<file path="src/fpm_regs.svh">
// register offsets, field positions, reset values and timing counts of the fuel meter block
// assumes a 250 MHz system clock and a 32-bit apb register bus
`ifndef FPM_REGS_SVH
`define FPM_REGS_SVH

// ----------------------------------------------------------------
// register offsets (byte addresses)
// ----------------------------------------------------------------
`define FPM_OFS_CTRL 8'h00
`define FPM_OFS_STATUS 8'h04
`define FPM_OFS_PPU_GAS 8'h08
`define FPM_OFS_PPU_OIL 8'h0c
`define FPM_OFS_VOL_GAS 8'h10
`define FPM_OFS_VOL_OIL 8'h14
`define FPM_OFS_VOLR_GAS 8'h18
`define FPM_OFS_VOLR_OIL 8'h1c
`define FPM_OFS_DATE_GAS 8'h20
`define FPM_OFS_DATE_OIL 8'h24
`define FPM_OFS_FLOW 8'h28
`define FPM_OFS_FULL_SCALE 8'h2c
`define FPM_OFS_MAX_STAT 8'h30
`define FPM_OFS_MAX_DYN 8'h34
`define FPM_OFS_NUM_DEV03 8'h38
`define FPM_OFS_NUM_DEV05 8'h3c

// ----------------------------------------------------------------
// control register fields and the factor unit bit
// ----------------------------------------------------------------
`define FPM_CTRL_LIVE_ZERO 0
`define FPM_CTRL_OIL_SEL 1
`define FPM_CTRL_CLR_GAS 2
`define FPM_CTRL_CLR_OIL 3
`define FPM_CTRL_STANDARDIZE 4
`define FPM_PPU_UNIT_BIT 31

// ----------------------------------------------------------------
// reset values and scaling
// ----------------------------------------------------------------
`define FPM_PPU_RESET 32'h0000_2710
`define FPM_STEP_4FRAC 32'h0000_2710
`define FPM_STEP_5FRAC 32'h0001_86a0
`define FPM_LZ_OFS 12'h333
`define FPM_LZ_SPAN 24'h000ccc
`define FPM_DEV_SCALE 32'h0000_03e8
`define FPM_DEV_LOW 32'h0000_0003
`define FPM_DEV_HIGH 32'h0000_0005
`define FPM_PER_MIN 32'h0000_ea60

// ----------------------------------------------------------------
// timing
// ----------------------------------------------------------------
`define FPM_CLK_NS 4
`define FPM_MS_NS 1000000
`define FPM_MS_CYC (`FPM_MS_NS / `FPM_CLK_NS)
`define FPM_WIN_MIN_S 1
`define FPM_WIN_MAX_S 10
`define FPM_IDLE_S 10
`define FPM_WIN_MIN_MS (`FPM_WIN_MIN_S * 1000)
`define FPM_WIN_MAX_MS (`FPM_WIN_MAX_S * 1000)
`define FPM_IDLE_MS (`FPM_IDLE_S * 1000)

`endif

</file>
<file path="src/fpm_pkg.sv">
// types shared by the fuel meter block
// assumes fpm_regs.svh for all numeric constants
`default_nettype none

package fpm_pkg;

  // ----------------------------------------------------------------
  // bus and key carriers
  // ----------------------------------------------------------------
  typedef struct packed {
    logic psel;
    logic penable;
    logic pwrite;
    logic [7:0] paddr;
    logic [31:0] pwdata;
  } fpm_apb_req_t;

  typedef struct packed {
    logic pready;
    logic [31:0] prdata;
    logic pslverr;
  } fpm_apb_rsp_t;

  typedef struct packed {
    logic start;
    logic fuel;
    logic sel;
    logic enter;
    logic esc;
  } fpm_keys_t;

  typedef enum logic [1:0] {
    FPM_ENT_IDLE = 2'b00,
    FPM_ENT_UNIT = 2'b01,
    FPM_ENT_DIGIT = 2'b11
  } fpm_ent_t;

  // ----------------------------------------------------------------
  // whole state of the block
  // ----------------------------------------------------------------
  typedef struct packed {
    logic [1:0][2:0] sync;
    logic [1:0] lvl;
    logic live_zero;
    logic oil_sel;
    logic std_pend;
    logic [11:0] setpoint;
    logic [1:0] unit;
    logic [1:0][31:0] ppu;
    logic [1:0][31:0] acc;
    logic [1:0][31:0] vol;
    logic [1:0][31:0] volr;
    logic [1:0][15:0] date;
    fpm_ent_t ent;
    logic ent_fuel;
    logic [2:0] idx;
    logic [7:0][3:0] scr;
    logic scr_unit;
    logic [17:0] ms_cnt;
    logic [13:0] win_ms;
    logic [13:0] idle_ms;
    logic [11:0] win_cnt;
    logic div_busy;
    logic [5:0] div_cnt;
    logic [31:0] quo;
    logic [32:0] rem;
    logic [13:0] divisor;
    logic [31:0] flow;
    logic [15:0] fs;
    logic [15:0] max_stat;
    logic [15:0] max_dyn;
    logic [15:0] num03;
    logic [15:0] num05;
    logic busy_d;
    logic [31:0] prdata;
    logic pslverr;
  } fpm_state_t;

endpackage

`default_nettype wire

</file>
<file path="src/fpm_meter.sv">
// fuel pulse meter, flow rate, scale-factor entry and fan speed deviation statistics
// assumes apb master on clk, meter pins asynchronous, speed/key/date inputs on clk
//
// How it works
// - setpoint output selects zero-based or live-zero range by control bit
// - each fuel holds a pulses-per-unit factor with its own unit choice
// - factor has five fractional digits for cubic feet, four otherwise
// - digit entry: select changes digit, enter advances or commits, escape leaves
// - each fuel has a clearable total and a never-cleared total
// - clearing a fuel total records the current date for that fuel
// - flow rate window closes between one and ten seconds
// - ten seconds without a pulse force flow rate to zero
// - reported flow rate is smoothed over successive results
// - pulses up to 300 Hz are counted without loss
// - largest static speed deviation at command end is kept
// - largest ramp versus measured speed deviation is kept
// - counters of command ends above 0.3 and 0.5 percent deviation
// - statistics read-only, cleared by reset or lockout reset
// - statistics accumulate only in operating position
// - percentages refer to full scale speed captured at 95 percent command
`timescale 1ns/1ns
`default_nettype none
`include "fpm_regs.svh"

module fpm_meter
  import fpm_pkg::*;
#(
  parameter int unsigned MS_CYCLES = `FPM_MS_CYC
) (
  // clock and reset
  input wire logic clk,
  input wire logic rstn,
  // register bus
  input wire fpm_apb_req_t apb_req,
  output fpm_apb_rsp_t apb_rsp,
  // meter pins
  input wire logic gas_pulse,
  input wire logic oil_pulse,
  // operator keys and calendar
  input wire fpm_keys_t keys,
  input wire logic [15:0] date_now,
  // variable_speed_drive loop
  input wire logic [11:0] drive_cmd,
  input wire logic drive_busy,
  input wire logic speed_stable,
  input wire logic [15:0] speed_meas,
  input wire logic [15:0] ramp_speed,
  input wire logic burner_operating,
  input wire logic lockout_reset,
  // drive setpoint current code
  output logic [11:0] setpoint_code
);

  // ----------------------------------------------------------------
  // helpers
  // ----------------------------------------------------------------
  function automatic logic [31:0] bcd_to_bin(input logic [7:0][3:0] d);
    logic [31:0] v;
    v = 32'h0;
    for (int i = 7; i >= 0; i--) begin
      v = 32'((v << 3) + (v << 1)) + {28'h0, d[i]};
    end
    return v;
  endfunction

  function automatic logic [15:0] abs_diff(input logic [15:0] a, input logic [15:0] b);
    return (a > b) ? 16'(a - b) : 16'(b - a);
  endfunction

  fpm_state_t r;
  fpm_state_t n;
  logic [1:0] edge_q;
  logic [1:0] clr;
  logic [1:0] drain;
  logic [31:0] entry_val;
  logic [15:0] dev_dyn;
  logic [15:0] dev_stat;
  logic cmd_end;
  logic flow_pulse;
  logic ms_tick;
  logic [11:0] win_tot;
  logic [32:0] rem_sh;
  logic [31:0] q_new;
  logic [31:0] dev_x;
  logic [31:0] fs_x;
  logic setup;
  logic access_wr;
  logic std_req;

  assign apb_rsp.pready = 1'b1;
  assign apb_rsp.prdata = r.prdata;
  assign apb_rsp.pslverr = r.pslverr & apb_req.psel & apb_req.penable;
  assign setpoint_code = r.setpoint;
  assign setup = apb_req.psel & ~apb_req.penable;
  assign access_wr = apb_req.psel & apb_req.penable & apb_req.pwrite;

  always_comb begin
    n = r;
    edge_q = 2'b00;
    drain = 2'b00;
    clr = 2'b00;
    entry_val = bcd_to_bin(r.scr);
    dev_dyn = abs_diff(ramp_speed, speed_meas);
    dev_stat = abs_diff(ramp_speed, speed_meas);
    cmd_end = r.busy_d & ~drive_busy;
    ms_tick = (r.ms_cnt == 18'(MS_CYCLES - 1));
    flow_pulse = 1'b0;
    win_tot = 12'h0;
    rem_sh = 33'h0;
    q_new = 32'h0;
    dev_x = 32'({16'h0, dev_stat} * `FPM_DEV_SCALE);
    fs_x = {16'h0, r.fs};
    std_req = 1'b0;

    // ----------------------------------------------------------------
    // meter pins: three stages, level moves once stages two and three agree
    // ----------------------------------------------------------------
    for (int c = 0; c < 2; c++) begin
      n.sync[c] = {r.sync[c][1:0], (c == 0) ? gas_pulse : oil_pulse};
      if (r.sync[c][1] == r.sync[c][2]) begin
        n.lvl[c] = r.sync[c][2];
      end
      edge_q[c] = n.lvl[c] & ~r.lvl[c];
    end

    // ----------------------------------------------------------------
    // apb registers
    // ----------------------------------------------------------------
    n.pslverr = 1'b0;
    if (setup) begin
      n.prdata = 32'h0;
      unique case (apb_req.paddr)
        `FPM_OFS_CTRL: n.prdata = {27'h0, r.std_pend, 2'b00, r.oil_sel, r.live_zero};
        `FPM_OFS_STATUS: n.prdata = {24'h0, r.div_busy, r.idx, r.ent_fuel, 1'b0, r.ent};
        `FPM_OFS_PPU_GAS: n.prdata = {r.unit[0], r.ppu[0][30:0]};
        `FPM_OFS_PPU_OIL: n.prdata = {r.unit[1], r.ppu[1][30:0]};
        `FPM_OFS_VOL_GAS: n.prdata = r.vol[0];
        `FPM_OFS_VOL_OIL: n.prdata = r.vol[1];
        `FPM_OFS_VOLR_GAS: n.prdata = r.volr[0];
        `FPM_OFS_VOLR_OIL: n.prdata = r.volr[1];
        `FPM_OFS_DATE_GAS: n.prdata = {16'h0, r.date[0]};
        `FPM_OFS_DATE_OIL: n.prdata = {16'h0, r.date[1]};
        `FPM_OFS_FLOW: n.prdata = r.flow;
        `FPM_OFS_FULL_SCALE: n.prdata = {16'h0, r.fs};
        `FPM_OFS_MAX_STAT: n.prdata = {16'h0, r.max_stat};
        `FPM_OFS_MAX_DYN: n.prdata = {16'h0, r.max_dyn};
        `FPM_OFS_NUM_DEV03: n.prdata = {16'h0, r.num03};
        `FPM_OFS_NUM_DEV05: n.prdata = {16'h0, r.num05};
        default: n.pslverr = 1'b1;
      endcase
    end
    if (access_wr && apb_req.paddr == `FPM_OFS_CTRL) begin
      n.live_zero = apb_req.pwdata[`FPM_CTRL_LIVE_ZERO];
      n.oil_sel = apb_req.pwdata[`FPM_CTRL_OIL_SEL];
      clr[0] = apb_req.pwdata[`FPM_CTRL_CLR_GAS];
      clr[1] = apb_req.pwdata[`FPM_CTRL_CLR_OIL];
      std_req = apb_req.pwdata[`FPM_CTRL_STANDARDIZE];
      n.std_pend = r.std_pend | std_req;
    end

    // ----------------------------------------------------------------
    // setpoint current code
    // ----------------------------------------------------------------
    if (r.live_zero) begin
      n.setpoint = `FPM_LZ_OFS + 12'(({12'h0, drive_cmd} * `FPM_LZ_SPAN) >> 12);
    end else begin
      n.setpoint = drive_cmd;
    end

    // ----------------------------------------------------------------
    // scale factor digit entry
    // ----------------------------------------------------------------
    unique case (r.ent)
      FPM_ENT_IDLE: begin
        if (keys.start) begin
          n.ent = FPM_ENT_UNIT;
          n.ent_fuel = keys.fuel;
          n.scr_unit = r.unit[keys.fuel];
          n.scr = '0;
          n.idx = 3'h0;
        end
      end
      FPM_ENT_UNIT: begin
        if (keys.esc) begin
          n.ent = FPM_ENT_IDLE;
        end else if (keys.enter) begin
          n.ent = FPM_ENT_DIGIT;
        end else if (keys.sel) begin
          n.scr_unit = ~r.scr_unit;
        end
      end
      FPM_ENT_DIGIT: begin
        if (keys.esc) begin
          n.ent = FPM_ENT_IDLE;
        end else if (keys.enter && r.idx == 3'h7) begin
          n.ent = FPM_ENT_IDLE;
          n.ppu[r.ent_fuel] = entry_val;
          n.unit[r.ent_fuel] = r.scr_unit;
        end else if (keys.enter) begin
          n.idx = 3'(r.idx + 3'h1);
        end else if (keys.sel) begin
          n.scr[3'h7 - r.idx] = (r.scr[3'h7 - r.idx] == 4'h9) ? 4'h0
                                : 4'(r.scr[3'h7 - r.idx] + 4'h1);
        end
      end
      default: n.ent = FPM_ENT_IDLE;
    endcase

    // ----------------------------------------------------------------
    // volume totals: each pulse adds one in factor units, a unit drains per cycle
    // ----------------------------------------------------------------
    for (int c = 0; c < 2; c++) begin
      drain[c] = (r.ppu[c] != 32'h0) && (r.acc[c] >= r.ppu[c]);
      n.acc[c] = r.acc[c] - (drain[c] ? r.ppu[c] : 32'h0);
      if (edge_q[c]) begin
        // cubic feet carry five fractional digits
        n.acc[c] = n.acc[c] + ((c == 0 && r.unit[0]) ? `FPM_STEP_5FRAC
                                                     : `FPM_STEP_4FRAC);
      end
      n.vol[c] = r.vol[c] + {31'h0, drain[c]};
      if (clr[c]) begin
        n.volr[c] = {31'h0, drain[c]};
        n.date[c] = date_now;
      end else begin
        n.volr[c] = r.volr[c] + {31'h0, drain[c]};
      end
    end

    // ----------------------------------------------------------------
    // flow rate of the selected fuel, pulses per minute
    // ----------------------------------------------------------------
    flow_pulse = r.oil_sel ? edge_q[1] : edge_q[0];
    n.ms_cnt = ms_tick ? 18'h0 : 18'(r.ms_cnt + 18'h1);
    if (ms_tick) begin
      if (r.win_ms != 14'(`FPM_WIN_MAX_MS)) begin
        n.win_ms = 14'(r.win_ms + 14'h1);
      end
      if (r.idle_ms != 14'(`FPM_IDLE_MS)) begin
        n.idle_ms = 14'(r.idle_ms + 14'h1);
      end
    end
    win_tot = 12'(r.win_cnt + {11'h0, flow_pulse});
    if (flow_pulse) begin
      n.idle_ms = 14'h0;
      n.win_cnt = win_tot;
    end
    if (!r.div_busy && ((flow_pulse && r.win_ms >= 14'(`FPM_WIN_MIN_MS))
        || r.win_ms == 14'(`FPM_WIN_MAX_MS))) begin
      n.win_ms = 14'h0;
      n.win_cnt = 12'h0;
      if (win_tot != 12'h0) begin
        n.div_busy = 1'b1;
        n.div_cnt = 6'h0;
        n.quo = 32'({20'h0, win_tot} * `FPM_PER_MIN);
        n.rem = 33'h0;
        n.divisor = r.win_ms;
      end
    end
    if (r.div_busy) begin
      rem_sh = {r.rem[31:0], r.quo[31]};
      if (rem_sh >= {19'h0, r.divisor}) begin
        n.rem = rem_sh - {19'h0, r.divisor};
        q_new = {r.quo[30:0], 1'b1};
      end else begin
        n.rem = rem_sh;
        q_new = {r.quo[30:0], 1'b0};
      end
      n.quo = q_new;
      n.div_cnt = 6'(r.div_cnt + 6'h1);
      if (r.div_cnt == 6'h1f) begin
        n.div_busy = 1'b0;
        if (r.flow == 32'h0) begin
          n.flow = q_new;
        end else begin
          n.flow = r.flow - (r.flow >> 2) + (q_new >> 2);
        end
      end
    end
    if (r.idle_ms == 14'(`FPM_IDLE_MS)) begin
      n.flow = 32'h0;
    end

    // ----------------------------------------------------------------
    // full scale speed and deviation statistics
    // ----------------------------------------------------------------
    n.busy_d = drive_busy;
    if (r.std_pend && speed_stable) begin
      n.fs = speed_meas;
      n.std_pend = std_req; // a request in the capture cycle stays pending
    end
    if (burner_operating) begin
      if (drive_busy && dev_dyn > r.max_dyn) begin
        n.max_dyn = dev_dyn;
      end
      if (cmd_end) begin
        if (dev_stat > r.max_stat) begin
          n.max_stat = dev_stat;
        end
        if (dev_x > 32'(fs_x * `FPM_DEV_LOW)) begin
          n.num03 = 16'(r.num03 + 16'h1);
        end
        if (dev_x > 32'(fs_x * `FPM_DEV_HIGH)) begin
          n.num05 = 16'(r.num05 + 16'h1);
        end
      end
    end
    if (lockout_reset) begin
      n.max_stat = 16'h0;
      n.max_dyn = 16'h0;
      n.num03 = 16'h0;
      n.num05 = 16'h0;
    end
  end

  always_ff @(posedge clk) begin
    if (!rstn) begin
      r <= '0;
      r.ppu <= {`FPM_PPU_RESET, `FPM_PPU_RESET};
      r.ent <= FPM_ENT_IDLE;
    end else begin
      r <= n;
    end
  end
endmodule // fpm_meter

`default_nettype wire

</file>
<file path="config.mk">
export PLATFORM = sky130hd
export DESIGN_NAME = fpm_meter
export DESIGN_NICKNAME = d
export VERILOG_FILES = /design/src/fpm_pkg.sv /design/src/fpm_meter.sv
export VERILOG_INCLUDE_DIRS = /design/src
export SDC_FILE = /design/constraint.sdc
export NUM_CORES = 2
export LEC_CHECK = 0
export BUFFER_PORTS_ARGS = -buffer_cell sky130_fd_sc_hd__buf_4
export CORE_ASPECT_RATIO = 0.7
export CORE_MARGIN = 3
export CORE_UTILIZATION = 50
export DETAILED_ROUTE_END_ITERATION = 16
export GPL_ROUTABILITY_DRIVEN = 1
export PLACE_DENSITY_LB_ADDON = 0.25
export SKIP_LAST_GASP = 1
export SYNTH_ARGS = -nofsm -noshare
export SYNTH_HDL_FRONTEND = slang
export SYNTH_SLANG_ARGS = --single-unit
</file>
<file path="constraint.sdc">
create_clock -name clk -period 12.5 [get_ports clk]
set_clock_uncertainty 0.15 [all_clocks]
set_input_delay 0.625 -clock clk [delete_from_list [all_inputs] [get_ports clk]]
set_output_delay 0.625 -clock clk [all_outputs]
set_load 0.03 [all_outputs]
</file>
Yosys cells after proc, flatten, opt, wreduce, memory -nomap -nowiden
Index checks and enable logic that the tools add are counted.
- register bits after elaboration: 641
- latch bits: 0
- RAM bits: 0
- ROM bits: 0
- bits of input ports: 116
- logic and storage cells: 264
- memories kept: 0
- add/sub/neg operators: 38
- multiply operators: 5
- div/mod/pow operators: 0
- magnitude comparators: 14
- eq/ne operators: 38
- shift-type cells: 0
- mux-type cells: 56
- bitwise logic cells: 16
- reduce and logical (&&, ||, !) cells: 47
- operator list (operator ; count):
    $pmux W32 S16 ; 1
    $mux W32 ; 9
    $mux W86 ; 2
    $add A32 B1 Y32 ; 4
    $mux W72 ; 1
    $mux W35 ; 2
    $pmux W35 S2 ; 1
    $bwmux W64 ; 1
    $eq A8 B6 Y1 const B ; 8
    $ge A32 B32 Y1 ; 2
    $reduce_bool A32 Y1 ; 2
    $sub A32 B32 Y32 ; 2
    $gt A16 B16 Y1 ; 3
    $mux W39 ; 1
    $ge A33 B14 Y1 ; 1
    $mux W33 ; 1
    $sub A33 B14 Y33 ; 1
    $add A16 B1 Y16 const B ; 2
    $add A32 B14 Y32 const B ; 1
    $add A32 B17 Y32 ; 1
    $add A32 B30 Y32 ; 1
    $add A32 B32 Y32 ; 1
    $add A32 B4 Y32 ; 1
    $bwmux W32 ; 1
    79 further kinds ; 164

Logic depth before layout (Yosys ltp)
- depth in word-level cells: 15
- mapped depth: 60
- mapped depth without buffers: 59

Worst setup path after synthesis
No wires, ideal clock.
- path kind: reg2reg
- start: reg r[319] in the netlist's numbering
- end: reg r[614] in the netlist's numbering
- arrival time: 10.652 ns
- data required time: 12.226 ns
- path slack: 1.574 ns
- stages on the path, launching flop included: 53
- path buffers: 1
- clock period less this slack: 10.926 ns
- cell sequence: dfxtp_1 > inv_1 > fa_1 > fa_1 > inv_1 > ha_1 > ha_1 > a21o_1 > a21oi_1 > inv_1 > a21oi_1 > xor2_1 > xnor2_1 > ha_1 > nand2_1 > o21ai_0 > xor2_1 > ha_1 > (+17 left out) > a21o_1 > a21o_1 > a21oi_1 > nor2b_1 > o41ai_1 > nand2b_1 > a21o_1 > xnor2_1 > inv_1 > ha_1 > ha_1 > o21a_1 > o21ai_0 > nor2_1 > nor2_1 > o31ai_1 > xnor2_1 > o21ai_0
- cells in the longest elaborated chain, start to end: 15
- RTL lines (element ; line ; source):
    start: declaration ; fpm_meter.sv:70 ; fpm_state_t r;
    start signal: assignment ; fpm_meter.sv:321 ; r <= n;
    $add A7 B5 Y8 ; fpm_meter.sv:61 ; v = 32'((v << 3) + (v << 1)) + {28'h0, d[i]};
    $add A8 B4 Y9 ; fpm_meter.sv:61 ;
    $add A12 B10 Y13 ; fpm_meter.sv:61 ;
    $add A13 B4 Y14 ; fpm_meter.sv:61 ;
    $add A17 B15 Y18 ; fpm_meter.sv:61 ;
    $add A18 B4 Y19 ; fpm_meter.sv:61 ;
    $add A22 B20 Y23 ; fpm_meter.sv:61 ;
    $add A23 B4 Y24 ; fpm_meter.sv:61 ;
    $add A27 B25 Y28 ; fpm_meter.sv:61 ;
    $add A28 B4 Y29 ; fpm_meter.sv:61 ;
    $add A31 B30 Y31 ; fpm_meter.sv:61 ;
    $add A31 B4 Y31 ; fpm_meter.sv:61 ;
    $add A32 B32 Y32 ; fpm_meter.sv:61 ;
    $add A32 B4 Y32 ; fpm_meter.sv:61 ;
    $bwmux W64 ; fpm_meter.sv:197 ; n.ppu[r.ent_fuel] = entry_val;
Every way passes these cells.
A chain may end at the register's enable or synchronous reset.

Worst setup path in the final report
- start: reg r[318] in the netlist's numbering
- end: reg r[583] in the netlist's numbering
- cells in the longest elaborated chain, start to end: 14
- RTL lines (element ; line):
    $add A8 B4 Y9 ; fpm_meter.sv:61
    $add A12 B10 Y13 ; fpm_meter.sv:61
    $add A13 B4 Y14 ; fpm_meter.sv:61
    $add A17 B15 Y18 ; fpm_meter.sv:61
    $add A18 B4 Y19 ; fpm_meter.sv:61
    $add A22 B20 Y23 ; fpm_meter.sv:61
    $add A23 B4 Y24 ; fpm_meter.sv:61
    $add A27 B25 Y28 ; fpm_meter.sv:61
    $add A28 B4 Y29 ; fpm_meter.sv:61
    $add A31 B30 Y31 ; fpm_meter.sv:61
    $add A31 B4 Y31 ; fpm_meter.sv:61
    $add A32 B32 Y32 ; fpm_meter.sv:61
    $add A32 B4 Y32 ; fpm_meter.sv:61
    $bwmux W64 ; fpm_meter.sv:197
Every way passes these cells.

==> impl_metrics.tcl <==
set metrics [dict create \
    status "finished clean" \
    root_buffer "clkbuf_16" \
    dieArea_um2 114000 \
    muxShareOfSynthArea 0.0131 \
    hold_path.class "primary input to flop" \
    initial_core_util 0.506 \
    critical_path_arrival_ps 12280 \
    synth_flop_cell "dfxtp_1" \
    clk_pin_slew_worst_paths_ps 60 \
    cp.required_ps 12860 \
    core_area_um2 109000 \
    syn_to_final_growth_pct 8.55 \
    netlist_instances 6794 \
    final_cell_mix "ha_1 (737), nor2_1 (652), inv_1 (645)" \
    cp.buffers_inverters 3 \
    grt_overflow_total 0 \
    synth_compound_area_frac 0.197 \
    yosys.area_share.simple 0.180 \
    synthAdderAreaFrac 0.232 \
    layout-drive-gt1-share 0.0626 \
    cap_violations 0 \
    cts_max_level 3 \
    grt_start_max_net_pins 112 \
    antenna_left 0 \
    ys_seq_area_frac 0.233 \
    place_ws_ps 284 \
    drt-initial-drc-count 4466 \
    antenna_found_initial 6 \
    fin_crit_sh 0.953 \
    synth_cell_types 112 \
    grt_pass1_wl_um 250000 \
    crit_top_cell "ha_1" \
    maxSlewViolCount 0 \
    clock_latency_ps 670 \
    path_max_fanout 8 \
    critical_path.max_stage_delay_ps 560 \
    fmax_mhz 84.0 \
    place.gp.congestion 0.962 \
    vias 48755 \
    fin_ws_ps 589 \
    cts_buffer_depth 3 \
    numCtsBuffers 71 \
    setup_tns_ps 0 \
    syn-num-nets 7823 \
    cts.sinks 641 \
    cts_tree "built" \
    grt_use_total 0.271 \
    power_leakage_nw 26.6 \
    wire_per_inst_um 19.2 \
    async_flop_share 0 \
    yosys_warnings 0 \
    tightest_slew_ps 1320 \
    setup_viol 0 \
    final_net_count 7825 \
    routed_wl_um 159000 \
    worst_setup_path_end_kind "flop" \
    synth_edf_count 0 \
    ys_seq_elements 641 \
    whs_ps 42.2 \
    finalHoldViolations 0 \
    final_common_cell "ha_1" \
    startpoint_type "flop" \
    syn-cell-area_um2 55000 \
    synth_top_family_by_area "adder cells" \
    die_h_um 284 \
    slew_headroom 0.114 \
    cpLargestDelayFamily "adder cells" \
    path_class "flop to flop" \
    grt_pass1_vias 44930 \
    p_per_area_nw_per_um2 228 \
    ios 162 \
    viasPerCell 5.88 \
    port_buffers 133 \
    synth_xor_area_frac 0.0785 \
    drt_pre_antenna_iters 7 \
    fin_cells 8293 \
    avgSynthCellArea_um2 8.10 \
    total_power_mw 13.6 \
    fp-row-count 101 \
    dp.cells 8154 \
    min_period_ps 11910 \
    ir_drop_mv 0.692 \
    drc 0 \
    die_w_um 403 \
    dp_hpwl_um 124000 \
    slowest_stage "fa_1" \
]
==> cells by family (layout without fill, tap and decap cells) <==
group	after synthesis	after routing
AOI/OAI and AO/OA	1637	1637
xor gates and xnor gates	491	491
adders and majority gates	914	914
buffers and inverters	921	975
DFF	641	641
muxes	71	71
other	1	4
and+or+nand+nor	2118	2118
==> state kept, by name, indices dropped and copies added (netlist names) <==
signal,cells
fs_x,16
n,4
r,577
apb_rsp,32
setpoint_code,12
==> cells in the mapped netlist (all sizes together) (24+ instances only) <==
master	instances	area share
dfxtp	641	0.23
inv	647	0.044
a211oi	120	0.017
mux2i	64	0.012
nor2	664	0.045
nor3	83	0.0076
nor4	39	0.0044
nand4	97	0.011
clkbuf	197	0.013
and2	53	0.0061
a221oi	51	0.0081
o21ai	302	0.028
nor2b	74	0.0084
nand2	616	0.042
o31ai	24	0.0036
o211ai	35	0.0050
xor2	232	0.037
o21a	60	0.0082
ha	737	0.17
a21oi	470	0.043
a22o	58	0.0092
fa	176	0.064
or3	64	0.0073
a31oi	86	0.0098
a22oi	55	0.0075
o21bai	35	0.0048
and3	89	0.010
nand2b	54	0.0061
or2	24	0.0027
nand3	173	0.016
xnor2	258	0.041
a21o	150	0.020
buf	76	0.0090
==> where the power goes <==
| group | total [mW] | switching, mW | internal, mW | leakage (nW) |
|---|---|---|---|---|
| Clock | 2.22 | 0.948 | 1.27 | 1.17 |
| Combinational | 9.16 | 5.17 | 4.00 | 20.2 |
| Sequential | 2.24 | 0.0896 | 2.15 | 5.19 |
==> metal layers <==
metal  part of all wire  track usage
met1               0.48        0.410
met2               0.38        0.371
met3               0.10       0.0697
met4              0.031       0.0791
met5           0.000069            0
==> stage by stage <==
stage               cell area, um^2  utilization
floorplan                     55000            -
global placement              57100        0.525
detailed placement            57100        0.525
CTS                           59600        0.548
global route                  59800        0.549
finish                        59800        0.549
==> final timing paths <==
path / startpoint / end / slack [ps] / cells past startpoint
worst max-delay path: r[318]$_SDFFE_PN0P_ / r[583]$_SDFFE_PN0P_ / 590 / 52
worst min-delay path: apb_req[0] / r[633]$_SDFFE_PN0P_ / 40 / 3
worst max register to register: r[318]$_SDFFE_PN0P_ / r[583]$_SDFFE_PN0P_ / 590 / 52
worst min register to register: n[637]$_SDFF_PN0_ / n[638]$_SDFF_PN0_ / 300 / 1
==> tightest hold or removal path, cell delays in order <==
cell and delay (ps):
buf_4 80, mux2i_1 50, nor2_1 70
==> area by class of cell <==
cell class              count  area [um^2]
fillers                 10164        49100
multi-input cells        5232        38800
repair buffers            202         1530
inverters                 648         2440
well taps                1442         1800
clock buffers              92         1940
flip-flops and latches    641        12800
diodes                      3         7.51
clock inverters            33          448
==> repair_timing <==
| action | 4_1_cts | 5_1_grt |
|---|---|---|
| hold buffers | 5 | 0 |
| resized for setup | 0 | 26 |
| endpoints found under the hold margin | 8 | 0 |
| setup endpoints to repair | 0 | 16 |
| setup buffers | 0 | 6 |
Note: power is estimated with default switching activity, not from simulation.
